[config.mk]
export PLATFORM = sky130hd
export DESIGN_NAME = system_clock_prescaler_trim
export DESIGN_NICKNAME = d
export VERILOG_FILES = /design/src/core/clk_presc_pkg.sv /design/src/core/system_clock_prescaler_trim.sv
export SDC_FILE = /design/constraint.sdc
export NUM_CORES = 1
export LEC_CHECK = 0
export ABC_AREA = 0
export BUFFER_PORTS_ARGS = -buffer_cell sky130_fd_sc_hd__buf_2
export CORE_MARGIN = 4
export CORE_UTILIZATION = 44
export DETAILED_ROUTE_END_ITERATION = 10
export PLACE_DENSITY = 0.81
export SYNTH_ARGS = -nofsm -noshare
export SYNTH_HDL_FRONTEND = slang
export SYNTH_SLANG_ARGS = --single-unit
[constraint.sdc]
create_clock -name pclk -period 5.6 [get_ports pclk]
set_input_delay 1.12 -clock pclk [delete_from_list [all_inputs] [get_ports pclk]]
set_output_delay 1.12 -clock pclk [all_outputs]
set_load 0.01 [all_outputs]
[src/core/clk_presc_pkg.sv]
// Constants shared by the system clock prescaler and trim block
package clk_presc_pkg;
  localparam logic [7:0] CTRL_IDX = 8'h61;
  localparam logic [7:0] TRIM_IDX = 8'h62;
  localparam logic [7:0] ASYNC_IDX = 8'h63;
  localparam logic [11:0] CTRL_ADDR = {2'h0, CTRL_IDX, 2'h0};
  localparam logic [11:0] TRIM_ADDR = {2'h0, TRIM_IDX, 2'h0};
  localparam logic [11:0] ASYNC_ADDR = {2'h0, ASYNC_IDX, 2'h0};
  localparam int UNLOCK_BIT = 7;
  localparam int SEL_MSB = 3;
  localparam int TIMER_EXTERNAL_CLOCK_SELECT_BIT = 0;
  localparam logic [7:0] UNLOCK_KEY = 8'h80;
  localparam logic [3:0] SEL_RESET_FUSE_PROG = 4'h3;
  localparam logic [3:0] SEL_RESET_FUSE_UNPROG = 4'h0;
  localparam logic [3:0] SEL_MAX = 4'h8;
  localparam logic [2:0] UNLOCK_CYCLES = 3'h4;
  localparam logic [7:0] TRIM_RESET = 8'h00;
endpackage

[src/core/system_clock_prescaler_trim.sv]
// System clock prescaler with timed unlock, clock output pin and RC trim register
`timescale 1ns/10ps
module system_clock_prescaler_trim
  import clk_presc_pkg::*;
(
  input wire logic pclk,
  input wire logic presetn,
  input wire logic psel,
  input wire logic penable,
  input wire logic pwrite,
  input wire logic [11:0] paddr,
  input wire logic [31:0] pwdata,
  input wire logic [3:0] pstrb,
  output logic [31:0] prdata,
  output logic pready,
  output logic pslverr,
  input wire logic divide_by_eight_fuse,
  input wire logic clock_output_fuse,
  input wire logic [7:0] factory_trim,
  input wire logic port_pin_o,
  input wire logic port_pin_oe,
  output logic clock_output_pin_o,
  output logic clock_output_pin_oe,
  output logic cpu_clock_en,
  output logic flash_clock_en,
  output logic io_clock_en,
  output logic converter_clock_en,
  output logic [7:0] trim_value,
  output logic trim_range_bit,
  output logic [6:0] trim_fine_value,
  input wire logic timer_osc_input_pin,
  input wire logic timer_crystal_clock,
  output logic timer_clock_source,
  output logic timer_external_clock_select
);

  // Count limit for a select code; reserved codes behave as the largest factor
  function automatic logic [7:0] div_limit(input logic [3:0] s);
    logic [8:0] f;
    f = 9'h001 << s;
    if (s > SEL_MAX) begin
      div_limit = 8'hff;
    end else begin
      div_limit = f[7:0] - 8'h01;
    end
  endfunction

  logic loaded_q;
  logic unlock_q, unlock_d;
  logic [2:0] unl_cnt_q, unl_cnt_d;
  logic [3:0] pend_sel_q, pend_sel_d;
  logic [3:0] act_sel_q, act_sel_d;
  logic [7:0] cnt_q, cnt_d;
  logic tick_q;
  logic phase_q;
  logic [7:0] trim_q, trim_d;
  logic ext_sel_q, ext_sel_d;
  logic [31:0] prdata_q;
  logic pslverr_q;

  wire setup_w = psel & ~penable;
  wire wr_w = psel & penable & pwrite & pstrb[0];
  wire ctrl_hit_w = paddr == CTRL_ADDR;
  wire trim_hit_w = paddr == TRIM_ADDR;
  wire async_hit_w = paddr == ASYNC_ADDR;
  wire mapped_w = ctrl_hit_w | trim_hit_w | async_hit_w;
  wire ctrl_wr_w = wr_w & ctrl_hit_w;
  wire key_wr_w = ctrl_wr_w & (pwdata[7:0] == UNLOCK_KEY);
  wire sel_wr_w = ctrl_wr_w & ~pwdata[UNLOCK_BIT];
  wire [3:0] fuse_sel_w = divide_by_eight_fuse ? SEL_RESET_FUSE_PROG : SEL_RESET_FUSE_UNPROG;
  wire [7:0] lim_w = div_limit(act_sel_q);
  wire wrap_w = cnt_q == lim_w;
  wire [7:0] lim_next_w = div_limit(act_sel_d);
  wire phase_d = cnt_d <= {1'b0, lim_next_w[7:1]};
  wire [7:0] ctrl_rd_w = {unlock_q, 3'h0, pend_sel_q};
  wire [7:0] rd_mux_w = ctrl_hit_w ? ctrl_rd_w :
                        trim_hit_w ? trim_q :
                        async_hit_w ? {7'h00, ext_sel_q} : 8'h00;

  // Unlock window: key write opens it, timeout or select write closes it
  always_comb begin
    unlock_d = unlock_q;
    unl_cnt_d = unl_cnt_q;
    pend_sel_d = pend_sel_q;
    if (!loaded_q) begin
      pend_sel_d = fuse_sel_w;
    end else if (unlock_q) begin
      if (sel_wr_w) begin
        pend_sel_d = pwdata[SEL_MSB:0];
        unlock_d = 1'b0;
      end else if (unl_cnt_q == 3'h0) begin
        unlock_d = 1'b0;
      end else begin
        unl_cnt_d = unl_cnt_q - 3'h1;
      end
    end else if (key_wr_w) begin
      unlock_d = 1'b1;
      unl_cnt_d = UNLOCK_CYCLES - 3'h1;
    end
  end

  // Active setting moves only when the running period ends
  always_comb begin
    act_sel_d = act_sel_q;
    if (!loaded_q) begin
      act_sel_d = fuse_sel_w;
    end else if (wrap_w) begin
      act_sel_d = pend_sel_q;
    end
    cnt_d = wrap_w ? 8'h00 : cnt_q + 8'h01;
  end

  always_comb begin
    trim_d = trim_q;
    ext_sel_d = ext_sel_q;
    if (!loaded_q) begin
      trim_d = factory_trim;
    end else if (wr_w & trim_hit_w) begin
      trim_d = pwdata[7:0];
    end
    if (wr_w & async_hit_w) begin
      ext_sel_d = pwdata[TIMER_EXTERNAL_CLOCK_SELECT_BIT];
    end
  end

  // Fuse and factory values are taken at the first edge after release
  always_ff @(posedge pclk or negedge presetn) begin
    if (!presetn) begin
      loaded_q <= 1'b0;
      unlock_q <= 1'b0;
      unl_cnt_q <= 3'h0;
      pend_sel_q <= SEL_RESET_FUSE_UNPROG;
      act_sel_q <= SEL_RESET_FUSE_UNPROG;
      trim_q <= TRIM_RESET;
      ext_sel_q <= 1'b0;
    end else begin
      loaded_q <= 1'b1;
      unlock_q <= unlock_d;
      unl_cnt_q <= unl_cnt_d;
      pend_sel_q <= pend_sel_d;
      act_sel_q <= act_sel_d;
      trim_q <= trim_d;
      ext_sel_q <= ext_sel_d;
    end
  end

  always_ff @(posedge pclk or negedge presetn) begin
    if (!presetn) begin
      cnt_q <= 8'h00;
      tick_q <= 1'b0;
      phase_q <= 1'b0;
    end else begin
      cnt_q <= cnt_d;
      tick_q <= wrap_w;
      phase_q <= phase_d;
    end
  end

  // Read data is captured in setup, so the slave answers with no wait state
  always_ff @(posedge pclk or negedge presetn) begin
    if (!presetn) begin
      prdata_q <= 32'h0000_0000;
      pslverr_q <= 1'b0;
    end else if (setup_w) begin
      prdata_q <= {24'h00_0000, rd_mux_w};
      pslverr_q <= ~mapped_w;
    end
  end

  assign prdata = prdata_q;
  assign pready = 1'b1;
  assign pslverr = pslverr_q & psel & penable;

  // All synchronous domains share one enable so they stay in step
  assign cpu_clock_en = tick_q;
  assign flash_clock_en = tick_q;
  assign io_clock_en = tick_q;
  assign converter_clock_en = tick_q;

  // Fuse is a static level, so the override also holds while in reset
  assign clock_output_pin_oe = clock_output_fuse | port_pin_oe;
  assign clock_output_pin_o = clock_output_fuse ? phase_q : port_pin_o;

  assign trim_value = trim_q;
  assign trim_range_bit = trim_q[7];
  assign trim_fine_value = trim_q[6:0];

  assign timer_external_clock_select = ext_sel_q;
  assign timer_clock_source = ext_sel_q ? timer_osc_input_pin : timer_crystal_clock;

  a_unlock_key_set: assert property (@(posedge pclk) disable iff (!presetn)
    loaded_q && !unlock_q && key_wr_w |=> unlock_q)
    else $error("unlock not set by key write");

  a_unlock_bad_key: assert property (@(posedge pclk) disable iff (!presetn)
    loaded_q && !unlock_q && !key_wr_w |=> !unlock_q)
    else $error("unlock set without key write");

  a_unlock_timeout: assert property (@(posedge pclk) disable iff (!presetn)
    $rose(unlock_q) |-> ##[1:4] !unlock_q)
    else $error("unlock window too long");

  a_unlock_full_window: assert property (@(posedge pclk) disable iff (!presetn)
    $rose(unlock_q) && !sel_wr_w ##1 !sel_wr_w ##1 !sel_wr_w ##1 !sel_wr_w |-> unlock_q)
    else $error("unlock window closed early");

  a_rewrite_no_extend: assert property (@(posedge pclk) disable iff (!presetn)
    unlock_q && key_wr_w && unl_cnt_q != 3'h0 |=> unlock_q && unl_cnt_q == $past(unl_cnt_q) - 3'h1)
    else $error("unlock rewrite changed window");

  a_locked_sel_ignored: assert property (@(posedge pclk) disable iff (!presetn)
    loaded_q && !unlock_q && ctrl_wr_w |=> $stable(pend_sel_q))
    else $error("locked write changed select");

  a_unlocked_sel_taken: assert property (@(posedge pclk) disable iff (!presetn)
    loaded_q && unlock_q && sel_wr_w |=> pend_sel_q == $past(pwdata[3:0]) && !unlock_q)
    else $error("select write not taken");

  a_switch_on_wrap: assert property (@(posedge pclk) disable iff (!presetn)
    loaded_q && !wrap_w |=> $stable(act_sel_q))
    else $error("setting changed mid period");

  a_count_bounded: assert property (@(posedge pclk) disable iff (!presetn)
    cnt_q <= div_limit(act_sel_q))
    else $error("prescaler count out of range");

  a_reset_fuse_load: assert property (@(posedge pclk) disable iff (!presetn)
    !loaded_q |=> act_sel_q == $past(fuse_sel_w) && trim_q == $past(factory_trim))
    else $error("reset values not loaded");

  a_pin_override: assert property (@(posedge pclk) disable iff (!presetn)
    clock_output_fuse |-> clock_output_pin_oe && clock_output_pin_o == phase_q)
    else $error("clock pin not overridden");

  a_reserved_read: assert property (@(posedge pclk) disable iff (!presetn)
    setup_w && ctrl_hit_w |=> prdata[6:4] == 3'h0)
    else $error("reserved control bits nonzero");

  // Domain enables and period boundary
  a_enables_match: assert property (@(posedge pclk) disable iff (!presetn)
    cpu_clock_en == flash_clock_en && cpu_clock_en == io_clock_en && cpu_clock_en == converter_clock_en)
    else $error("domain enables differ");

  a_tick_follows_wrap: assert property (@(posedge pclk) disable iff (!presetn)
    wrap_w |=> cpu_clock_en)
    else $error("no enable after wrap");

  a_no_tick_mid: assert property (@(posedge pclk) disable iff (!presetn)
    !wrap_w |=> !cpu_clock_en)
    else $error("enable inside a period");

  a_cnt_wrap_zero: assert property (@(posedge pclk) disable iff (!presetn)
    wrap_w |=> cnt_q == 8'h00)
    else $error("count not restarted");

  a_cnt_step: assert property (@(posedge pclk) disable iff (!presetn)
    !wrap_w |=> cnt_q == $past(cnt_q) + 8'h01)
    else $error("count skipped a step");

  a_switch_takes_pend: assert property (@(posedge pclk) disable iff (!presetn)
    loaded_q && wrap_w |=> act_sel_q == $past(pend_sel_q))
    else $error("pending select not applied");

  // Phase lags the count by nothing once the fuse values are loaded
  a_phase_first_half: assert property (@(posedge pclk) disable iff (!presetn)
    loaded_q |-> phase_q == (cnt_q <= {1'b0, lim_w[7:1]}))
    else $error("phase out of step with count");

  a_reserved_as_max: assert property (@(posedge pclk) disable iff (!presetn)
    act_sel_q > SEL_MAX |-> lim_w == 8'hff)
    else $error("reserved code not slowest");

  a_limit_pow2: assert property (@(posedge pclk) disable iff (!presetn)
    act_sel_q <= SEL_MAX |-> lim_w == 8'((9'h001 << act_sel_q) - 9'h001))
    else $error("limit not a power of two");

  // Clock pin
  a_pin_low_end: assert property (@(posedge pclk) disable iff (!presetn)
    loaded_q && clock_output_fuse && wrap_w && lim_w != 8'h00 |-> !clock_output_pin_o)
    else $error("pin high at period end");

  a_pin_high_start: assert property (@(posedge pclk) disable iff (!presetn)
    loaded_q && clock_output_fuse && cnt_q == 8'h00 |-> clock_output_pin_o)
    else $error("pin low at period start");

  a_pin_port_mode: assert property (@(posedge pclk) disable iff (!presetn)
    !clock_output_fuse |-> clock_output_pin_o == port_pin_o && clock_output_pin_oe == port_pin_oe)
    else $error("port function not restored");

  // Unlock window, register writes and read-back
  a_pend_stable: assert property (@(posedge pclk) disable iff (!presetn)
    loaded_q && !ctrl_wr_w |=> $stable(pend_sel_q))
    else $error("select moved without write");

  a_unlock_clear_sel: assert property (@(posedge pclk) disable iff (!presetn)
    unlock_q && sel_wr_w |=> !unlock_q)
    else $error("unlock kept after select write");

  a_unlock_count_start: assert property (@(posedge pclk) disable iff (!presetn)
    loaded_q && !unlock_q && key_wr_w |=> unl_cnt_q == UNLOCK_CYCLES - 3'h1)
    else $error("unlock window wrong length");

  a_unlock_expire: assert property (@(posedge pclk) disable iff (!presetn)
    unlock_q && unl_cnt_q == 3'h0 && !sel_wr_w |=> !unlock_q)
    else $error("unlock not expired");

  a_key_while_open: assert property (@(posedge pclk) disable iff (!presetn)
    unlock_q && key_wr_w |=> $stable(pend_sel_q))
    else $error("key rewrite changed select");

  a_fuse_reset_sel: assert property (@(posedge pclk) disable iff (!presetn)
    !loaded_q |=> pend_sel_q == $past(fuse_sel_w))
    else $error("pending select not from fuse");

  a_trim_write: assert property (@(posedge pclk) disable iff (!presetn)
    loaded_q && wr_w && trim_hit_w |=> trim_q == $past(pwdata[7:0]))
    else $error("trim write not taken");

  a_trim_hold: assert property (@(posedge pclk) disable iff (!presetn)
    loaded_q && !(wr_w && trim_hit_w) |=> $stable(trim_q))
    else $error("trim changed without write");

  a_trim_fields: assert property (@(posedge pclk) disable iff (!presetn)
    {trim_range_bit, trim_fine_value} == trim_value)
    else $error("trim fields split wrongly");

  a_timer_src_mux: assert property (@(posedge pclk) disable iff (!presetn)
    timer_clock_source == (timer_external_clock_select ? timer_osc_input_pin : timer_crystal_clock))
    else $error("timer source wrong");

  a_ext_sel_write: assert property (@(posedge pclk) disable iff (!presetn)
    wr_w && async_hit_w |=> timer_external_clock_select == $past(pwdata[TIMER_EXTERNAL_CLOCK_SELECT_BIT]))
    else $error("external select write lost");

  a_unmapped_err: assert property (@(posedge pclk) disable iff (!presetn)
    psel && penable && !mapped_w |-> pslverr)
    else $error("unmapped access without error");

  a_sel_read_pend: assert property (@(posedge pclk) disable iff (!presetn)
    setup_w && ctrl_hit_w |=> prdata[3:0] == $past(pend_sel_q))
    else $error("select read back wrong");

  a_unlock_read: assert property (@(posedge pclk) disable iff (!presetn)
    setup_w && ctrl_hit_w |=> prdata[7] == $past(unlock_q))
    else $error("unlock read back wrong");

  a_trim_read: assert property (@(posedge pclk) disable iff (!presetn)
    setup_w && trim_hit_w |=> prdata[7:0] == $past(trim_q))
    else $error("trim read back wrong");

  a_unmapped_read_zero: assert property (@(posedge pclk) disable iff (!presetn)
    setup_w && !mapped_w |=> prdata == 32'h0000_0000)
    else $error("unmapped read not zero");

endmodule

# [After elaboration in Yosys (flattened, before gate mapping)]
# Cells that the tools add are included.
[op_classes] add_sub_neg=4 mul=0 div=0 magnitude_cmp=3 eq_ne=10 n_shift=2 muxes=24 bitwise_logic=17 reduce_logical=4
[op_table] op="$mux 8" n=7
[op_table] op="$eq 12x9->1 const B" n=3
[op_table] op="$mux 4" n=5
[op_table] op="$shl 1x4->8 const A" n=2
[op_table] op="$sub 8x1->8 const B" n=2
[op_table] op="$mux 3" n=4
[op_table] op="$and 1x1->1" n=11
[op_table] op="$add 8x1->8 const B" n=1
[op_table] op="$eq 8x8->1" n=1
[op_table] op="$eq 8x8->1 const B" n=1
[op_table] op="$gt 4x4->1 const B" n=2
[op_table] op="$le 8x7->1" n=1
[op_table] op="$mux 1" n=7
[op_table] op="$ne 2x1->1 const B" n=3
[op_table] op="$ne 2x2->1 const B" n=2
[op_table] op="$reduce_and 4->1" n=1
[op_table] op="$logic_not 3->1" n=1
[op_table] op="$not 1->1" n=3
[op_table] op="$or 1x1->1" n=3
[op_table] op="$sub 3x1->3 const B" n=1
[op_table] op="$mux 2" n=1
[op_table] op="$reduce_and 2->1" n=1
[op_table] op="$reduce_bool 2->1" n=1
[word_totals] regBits=41 latchBits=0 ramBits=0 rom_bits=0 in_bits=67 out_inout_bits=58 wordCells=76 n_memories=0

# [Logic depth before layout (Yosys ltp)]
# Gate-level depths: netlist of the first run.
[logic_depth] word_depth=10 depth_mapped=27 mapped_depth_nobuf=25

# [Least setup slack after synthesis of the first run]
# OpenSTA, ideal clock, no wires.
[synth_path] kind="register -> register" startpoint="reg act_sel_q[3]" endpoint="reg phase_q" setup_time_ns=0.072 t_arrival_ns=5.503 required_ns=5.528 setup_slack_ns=0.026 stages_incl_launch_ff=27 path_buffers=2 period_less_slack_ns=5.574 path_cell_list="dfrtp_1 > buf_2 > nor2_1 > nand2_1 > or2_2 > ha_1 > nor4_2 > or2_1 > nor3_1 > nor4_4 > nand2_4 > clkinv_4 > clkbuf_1 > a31o_2 > nand3_1 > ha_1 > or4_1 > and3_1 > ha_1 > nor2b_1 > o21a_1 > o21a_1 > o21a_1 > o21a_1 > o21a_1 > o22a_1 > nor2_1"
[synth_between] elab_chain_len=10 elab_cells_between_ends=13 classes_between="2 x add/sub; 3 x order compare; 1 x eq/ne; 2 x shift; 5 x mux"
[synth_rtl] item="start, declared" line="system_clock_prescaler_trim.sv:52" rtl="logic [3:0] act_sel_q, act_sel_d;"
[synth_rtl] item="start signal, assigned" line="system_clock_prescaler_trim.sv:141" rtl="act_sel_q <= act_sel_d;"
[synth_rtl] item="$shl 1x4->8" line="system_clock_prescaler_trim.sv:40" rtl="f = 9'h001 << s;"
[synth_rtl] item="$sub 8x1->8" line="system_clock_prescaler_trim.sv:44" rtl="div_limit = f[7:0] - 8'h01;"
[synth_rtl] item="$mux 8 *" line="system_clock_prescaler_trim.sv:41" rtl="if (s > SEL_MAX) begin"
[synth_rtl] item="$eq 8x8->1 *" line="system_clock_prescaler_trim.sv:72" rtl="wire wrap_w = cnt_q == lim_w;"
[synth_rtl] item="via wrap_w" line="system_clock_prescaler_trim.sv:72"
[synth_rtl] item="$mux 4" line="system_clock_prescaler_trim.sv:107" rtl="end else if (wrap_w) begin"
[synth_rtl] item="$mux 4" line="system_clock_prescaler_trim.sv:105" rtl="if (!loaded_q) begin"
[synth_rtl] item="$shl 1x4->8" line="system_clock_prescaler_trim.sv:40"
[synth_rtl] item="$sub 8x1->8" line="system_clock_prescaler_trim.sv:44"
[synth_rtl] item="$mux 8" line="system_clock_prescaler_trim.sv:41"
[synth_rtl] item="$le 8x7->1 *" line="system_clock_prescaler_trim.sv:74" rtl="wire phase_d = cnt_d <= {1'b0, lim_next_w[7:1]};"
[synth_rtl] item="via phase_d" line="system_clock_prescaler_trim.sv:74"
[synth_rtl] item="end signal, assigned" line="system_clock_prescaler_trim.sv:155" rtl="phase_q <= phase_d;"
[synth_rtl] item="end, declared" line="system_clock_prescaler_trim.sv:55" rtl="logic phase_q;"
# Mark *: on every way through the listed nets, which the timed path passes. The rest lies on a longest branch.
# A chain may end at the register's enable or synchronous reset.

# [Final worst setup path of the first run]
[layout_path] startpoint="reg act_sel_q[0]" endpoint="reg phase_q"
[layout_between] elab_chain_len=10 elab_cells_between_ends=13 classes_between="2 x add/sub; 3 x order compare; 1 x eq/ne; 2 x shift; 5 x mux"
[layout_rtl] item="$shl 1x4->8" line="system_clock_prescaler_trim.sv:40"
[layout_rtl] item="$sub 8x1->8" line="system_clock_prescaler_trim.sv:44"
[layout_rtl] item="$mux 8" line="system_clock_prescaler_trim.sv:41"
[layout_rtl] item="$eq 8x8->1" line="system_clock_prescaler_trim.sv:72"
[layout_rtl] item="$mux 4" line="system_clock_prescaler_trim.sv:107"
[layout_rtl] item="$mux 4" line="system_clock_prescaler_trim.sv:105"
[layout_rtl] item="$shl 1x4->8" line="system_clock_prescaler_trim.sv:40"
[layout_rtl] item="$sub 8x1->8" line="system_clock_prescaler_trim.sv:44"
[layout_rtl] item="$mux 8" line="system_clock_prescaler_trim.sv:41"
[layout_rtl] item="$le 8x7->1 *" line="system_clock_prescaler_trim.sv:74"
[layout_rtl] item="via phase_d" line="system_clock_prescaler_trim.sv:74"
# Marks and branches as above.

==> results.yml, run 1 <==
status:
  status: "finished clean"
timing:
  setup_violations: 0
  worst-slew-pin-transition_ns: 0.918
  rsz_0062_raised_after_global_routing: "no"
  relSlewSlack: 0.388
  timing.fmax_mhz: 190
  hold_viol: 0
  post-route-period-util: 0.940
  fin_setup_tns_ns: 0
  final_max_slew_viol_count: 0
  timing.final.crit_period_ns: 5.26
  skew_ns: 0.00962
grt:
  grt_max_degree: 42
  first_global_vias: 2507
  number_of_antenna_violations_at_the_first_check_in_global_routing: 0
  first_pass_grt_wire_length_mm: 11.9
  grt_remaining_overflow: 0
  groute.usage.overall: 0.174
logic_synthesis:
  yosysUniqueCellTypes: 62
  netlist_area_sq_um: 3000
  post_synth.cell_area_avg_sq_um: 9.00
  ys_seq_elements: 41
  sequential_share_of_the_synthesized_area: 0.342
  postSynth.asyncResetShare: 1.00
  synth.yosys.warnings: 0
  synth_ff_type: "dfrtp_1"
  count_of_flip_flops_with_a_built_in_enable_after_synthesis: 0
  synthesis.instances: 333
clock_network:
  clk-insertion-delay-late_ns: 0.30
  path_clk_slew_ns: 0.08
  cts_htree_levels: 2
  cts_max_path_buffers: 2
  tritoncts.num_buffers: 5
  cts_num_sinks: 41
  cts_tree: "built"
  ctsRootBufferMaster: "clkbuf_8"
power_and_ir_drop:
  worst_vdd_rail_ir_drop_mv: 0.223
  total_leakage_power_uw: 0.00162
  pwr_density_cell_nw_per_um2: 334
drt:
  drtIter0Drc: 147
  drtPass1Iterations: 5
  number_of_nets_with_antenna_violations_after_detailed_routing: 0
  via_per_inst: 5.57
  via_count: 2666
  drc: 0
  drt-wirelength-per-cell_um: 15.3
  drt-total-wl_mm: 7.31
place:
  globalplace.congestion: 0.843
  detailedPlacementHpwl_mm: 5.63
  portBuffers: 72
setup_path:
  crit_path_max_incr_delay_ns: 0.54
  cp_common_cell: "o21a_1"
  data_required_time_at_the_worst_endpoint_ns: 5.84
  critical_path.slowest_cell: "dfrtp_1"
  worstSetupPathType: "flop to flop"
  crit_chain: "nand2_1 -> or2_2 -> ha_1 -> nor4_4 -> or2_1 -> o21a_1 -> nor4_4 -> buf_4 -> buf_4 -> a21oi_1 -> a211o_1 -> nand2_1 -> ha_1 -> or4_1 -> and3_1 -> ha_1 -> nor2b_1 -> o21a_1 -> o21a_1 -> o21a_1 -> o21a_1 -> o21a_1 -> o22a_1 -> nor2_1"
  critical_path_arrival_ns: 5.50
  crit_path_max_fanout: 8
  cp-start-kind: "flop"
  setup.worst_path.end_class: "flop"
  timing.critical_path.buf_inv: 2
  worst_path_dominant_cell_family: "simple AND/OR/NAND/NOR gates"
job:
  max_cap_viol_count: 0
floorplanning:
  core.rowCount: 29
  fp.coreArea_sq_um: 6490
  io_pins: 125
  die-area_sq_um: 8200
  die_width_um: 90.5
  initial_core_utilization: 0.462
  fp.dieH_um: 90.5
finish:
  diode_insertion_count_for_antenna_repair: 0
  layout.core_utilization: 0.530
  areaGrowthSynthToFinish_pct: 14.7
  post_route_cells_drive_above_1_share: 0.279
  finish.net_count: 480
worst_hold_path:
  hold_class: "flop to flop"
## tightest hold or removal path, delay by kind of cell, from the launching register on
family | cells | cell delay [ns]
AO/OA/AOI/OAI | 1 | 0.06
flip-flops | 1 | 0.34
AND/OR/NAND/NOR | 1 | 0.04
## where the power goes
part	switching, uW	internal (uW)
logic	269	241
registers	58.2	338
clock network	111	134
total	438	712
## sequential cells by signal, summed over array words and instances, names as in the netlist
signal	cells
cnt_q	8
act_sel_q	4
timer_external_clock_select	1
pend_sel_q	4
phase_q	1
converter_clock_en	1
trim_value	8
pslverr_q	1
unlock_q	1
prdata	8
unl_cnt_q	3
loaded_q	1
## synthesized netlist by cell type (3+ instances only)
cell | count | share of area
or3_1 | 3 | 0.0063
nand3_1 | 9 | 0.015
dfrtp_1 | 41 | 0.34
buf_4 | 37 | 0.093
o211ai_1 | 4 | 0.010
xor2_1 | 6 | 0.018
nand2b_1 | 5 | 0.010
clkbuf_1 | 7 | 0.0088
or2_2 | 3 | 0.0063
nand2_1 | 28 | 0.035
nor3_1 | 8 | 0.013
and3_1 | 5 | 0.010
ha_1 | 12 | 0.050
o21ai_0 | 14 | 0.023
a21oi_1 | 18 | 0.030
nor4_1 | 4 | 0.0083
nor4_4 | 3 | 0.021
o31a_1 | 3 | 0.0088
a22oi_1 | 4 | 0.010
mux2i_1 | 15 | 0.050
nor2_1 | 27 | 0.034
o21a_1 | 9 | 0.023
mux2_2 | 4 | 0.015
a31oi_1 | 4 | 0.0083
inv_1 | 9 | 0.011
## cells in the final DEF (no fill, tap or decap), types with 5 or more instances in the layout
master and n:
dfrtp_1 40, a21oi_1 18, conb_1 26, nor2_1 27, buf_4 14, buf_2 72, ha_1 12, clkbuf_8 5
o21ai_0 14, xor2_1 6, nand2b_1 5, and3_1 5, o21a_1 9, mux2i_1 15, nand3_1 9, inv_1 9
nor3_1 8, nand2_1 28
## repair_timing
item	in CTS	in global routing
buffers inserted	0	2
endpoints found under the setup margin	0	1
hold buffers	0	0
resized for setup	0	2
## layout make-up
class,count,area (sq um)
sequential,41,1030
inverter,10,42.5
timing repair buffer,86,465
clock buffer,5,68.8
clock inverter,3,43.8
fill,572,3060
multi-input combinational,257,1700
tap,77,96.3
## stage by stage
step	power, uW	instances	worst slack (ns)	hold WS [ns]	instance area (sq um)
6_report	1150	479	0.335	0.478	3440
5_1_grt	1230	479	0.0219	0.512	3440
4_1_cts	1130	477	0.0467	0.484	3410
3_5_place_dp	889	469	0.0968	0.465	3300
3_3_place_gp	855	469	0.301	0.456	3300
2_1_floorplan	770	357	0.0258	0.472	3090
## worst paths after layout
| kind | from | to | slack [ns] | cells after the start |
|---|---|---|---|---|
| worst max-delay path | act_sel_q[0] | phase_q | 0.34 | 24 |
| max in group asynchronous | presetn | act_sel_q[1] | 4.03 | 1 |
| worst min register to register | prdata[5] | prdata[5] | 0.48 | 2 |
| worst max register to register | act_sel_q[0] | phase_q | 0.34 | 24 |
| min in group asynchronous | presetn | phase_q | 0.94 | 1 |
| worst min-delay path | prdata[5] | prdata[5] | 0.48 | 2 |
## cell families (layout without fill, tap and decap cells)
family | Yosys count | count (layout) | share of synthesized area
AO/OA/AOI/OAI | 74 | 74 | 0.162
XOR/XNOR | 8 | 8 | 0.0234
AND/OR/NAND/NOR | 117 | 117 | 0.225
adder cells (fa/ha/maj) | 12 | 12 | 0.0501
flip-flops | 41 | 41 | 0.342
other | 2 | 26 | 0.00251
multiplexers | 20 | 20 | 0.0697
buffers and inverters | 59 | 104 | 0.125
## layer usage
metal / vias up / global-route usage / part of all wire / wire, um
li1: 1270 / - / - / -
met1: 1265 / 0.228 / 0.41 / 2990
met2: 114 / 0.291 / 0.50 / 3680
met3: 17 / 0.0267 / 0.067 / 491
met4: 0 / 0.0651 / 0.022 / 160
met5: - / 0 / 0 / 0
(Power assumes the default switching activity.)
==> run 2, diff against run 1 <==
--- a/config.mk
+++ b/config.mk
@@ -5,7 +5,7 @@
 export SDC_FILE = /design/constraint.sdc
 export NUM_CORES = 1
 export LEC_CHECK = 0
-export ABC_AREA = 0
+export ABC_AREA = 1
 export BUFFER_PORTS_ARGS = -buffer_cell sky130_fd_sc_hd__buf_2
 export CORE_MARGIN = 4
 export CORE_UTILIZATION = 44
==> results.yml, run 2 <==
finish:
  mostFrequentLayoutCell: "nand2_1"
  areaGrowthSynthToFinish_pct: 11.8
  fillCellCount: 620
  diode_insertion_count_for_antenna_repair: 0
  post_route_cells_drive_above_1_share: 0.247
  finish.net_count: 532
  layout_common_cells: "76 x nand2_1, 72 x buf_2, 47 x nor2_1"
setup_path:
  worst_path_dominant_cell_family: "simple AND/OR/NAND/NOR gates"
  crit_path_max_fanout: 8
  data_required_time_at_the_worst_endpoint_ns: 5.79
  critical_path_arrival_ns: 4.15
  crit_path_max_incr_delay_ns: 0.47
  cp-start-kind: "flop"
  cp_common_cell: "nand2_1"
  setup.worst_path.end_class: "flop"
  worstSetupPathType: "flop to flop"
  critical_path.slowest_cell: "dfrtp_1"
  reg2reg_setup_slack_ns: 1.63
  timing.critical_path.buf_inv: 3
logic_synthesis:
  synth_ff_type: "dfrtp_1"
  synth.yosys.warnings: 0
  synthesis.instances: 392
  postSynth.asyncResetShare: 1.00
  synth_top_cells_by_area: "dfrtp_1 35%, nand2_1 9.7%, buf_4 9.4%"
  sequential_share_of_the_synthesized_area: 0.348
  synth_largest_area_cell: "dfrtp_1"
  post_synth.cell_area_avg_sq_um: 7.53
  netlist_area_sq_um: 2950
  count_of_flip_flops_with_a_built_in_enable_after_synthesis: 0
  post-synth-top-count-cell: "nand2_1"
  post_synth_most_frequent_cells: "76 x nand2_1, 47 x nor2_1, 45 x inv_1"
  synth.top_cell.area_share: 0.348
  yosysUniqueCellTypes: 39
  ys_seq_elements: 41
power_and_ir_drop:
  sequentialPowerShare: 0.362
  pwr_density_cell_nw_per_um2: 334
  switching_share: 0.416
  combPwrFrac: 0.436
  power.net_switching_uw: 459
  p_int_uw: 643
  total_leakage_power_uw: 0.00178
  worst_vdd_rail_ir_drop_mv: 0.164
  pwr-share-clk: 0.201
timing:
  rsz_0062_raised_after_global_routing: "no"
  relSlewSlack: 0.329
  final_max_slew_viol_count: 0
  timing.final.ws_setup_ns: 1.63
  timing.fmax_mhz: 252
  skew_ns: 0.00901
  post-route-period-util: 0.708
  worst-slew-pin-transition_ns: 1.00
  fin_setup_tns_ns: 0
  timing.final.crit_period_ns: 3.97
  setup_violations: 0
  hold_viol: 0
grt:
  grt_max_degree: 42
  first_global_vias: 2628
  first_pass_grt_wire_length_mm: 11.6
  groute.usage.overall: 0.170
  number_of_antenna_violations_at_the_first_check_in_global_routing: 0
  grt_remaining_overflow: 0
floorplanning:
  initial_core_utilization: 0.459
  fp.dieH_um: 89.9
  core.rowCount: 29
  die_width_um: 89.9
  io_pins: 125
  die-area_sq_um: 8080
  fp.coreArea_sq_um: 6420
clock_network:
  path_clk_slew_ns: 0.09
  cts_max_path_buffers: 2
  cts_tree: "built"
  cts.repair_timing.setup_buffer_count: 0
  post_cts_resize_count: 0
  cts_hold_repair.buffers: 0
  clk-insertion-delay-late_ns: 0.30
  cts_num_sinks: 41
  cts_htree_levels: 2
  tritoncts.num_buffers: 5
  ctsRootBufferMaster: "clkbuf_8"
place:
  globalplace.congestion: 0.921
  detailedPlacementHpwl_mm: 5.52
  portBuffers: 72
  pre_cts_ws_ns: 1.68
drt:
  via_per_inst: 5.11
  drtPass1Iterations: 5
  drc: 0
  via_count: 2711
  drt-total-wl_mm: 6.84
  number_of_nets_with_antenna_violations_after_detailed_routing: 0
  drtIter0Drc: 173
  drt-wirelength-per-cell_um: 12.9
status:
  status: "finished clean"
job:
  max_cap_viol_count: 0
worst_hold_path:
  hold_class: "flop to flop"
## run 2: power groups by stage
stage / registers (uW) / clock network [uW] / logic, uW
2_1_floorplan: 393 / 0 / 378
3_3_place_gp: 399 / 0 / 449
3_5_place_dp: 404 / 0 / 480
4_1_cts: 398 / 224 / 483
5_1_grt: 408 / 238 / 552
6_report: 399 / 222 / 481
## run 2: layer usage
layer	GRT usage	share of wire	wire length, um	vias up
met5	0	0	0	-
met4	0.0714	0.027	183	0
met3	0.0392	0.062	422	20
met2	0.292	0.51	3480	105
met1	0.205	0.40	2760	1252
li1	-	-	-	1334
## run 2: area by class of cell
type / count / area [sq um] / area share
inverter: 49 / 186 / 0.0565
multi-input combinational: 284 / 1520 / 0.462
clock inverter: 1 / 8.76 / 0.00266
timing repair buffer: 72 / 360 / 0.109
sequential: 41 / 1030 / 0.311
tap: 77 / 96.3 / 0.0292
clock buffer: 7 / 96.3 / 0.0292
## run 2: metrics by stage
step | cells | total power (uW) | hold WS, ns | util | cell area, sq um
finish | 531 | 1100 | 0.479 | 0.514 | 3300
global route | 531 | 1200 | 0.508 | 0.514 | 3300
CTS | 531 | 1100 | 0.482 | 0.514 | 3300
detailed placement | 523 | 884 | 0.460 | 0.497 | 3190
global placement | 523 | 849 | 0.456 | 0.497 | 3190
floorplan | 416 | 771 | 0.452 | - | 3040
## run 2: kinds of logic (layout without fill, tap and decap cells)
group / Yosys count / count (layout) / synth area share
adder cells (fa/ha/maj): 12 / 12 / 0.0509
multiplexers: 1 / 1 / 0.00382
buffers and inverters: 91 / 129 / 0.166
flip-flops: 41 / 41 / 0.348
XOR/XNOR: 4 / 4 / 0.0119
AO/OA/AOI/OAI: 46 / 46 / 0.0920
other: 2 / 26 / 0.00255
AND/OR/NAND/NOR: 195 / 195 / 0.325
## run 2: worst paths after layout
kind,from,endpoint,cells past startpoint
max in group asynchronous,presetn,trim_value[6],1
setup / recovery,act_sel_q[1],phase_q,29
hold reg to reg,prdata[4],prdata[4],2
min in group asynchronous,presetn,pend_sel_q[1],1
hold / removal,prdata[4],prdata[4],2
setup reg to reg,act_sel_q[1],phase_q,29
## run 2: worst reg2reg max path: cells and delay by family (launching register included)
kind	cells	cell delay, ns
AND/OR/NAND/NOR	16	1.62
AO/OA/AOI/OAI	7	0.80
buffers and inverters	3	0.19
flip-flops	1	0.47
adder cells (fa/ha/maj)	3	0.77
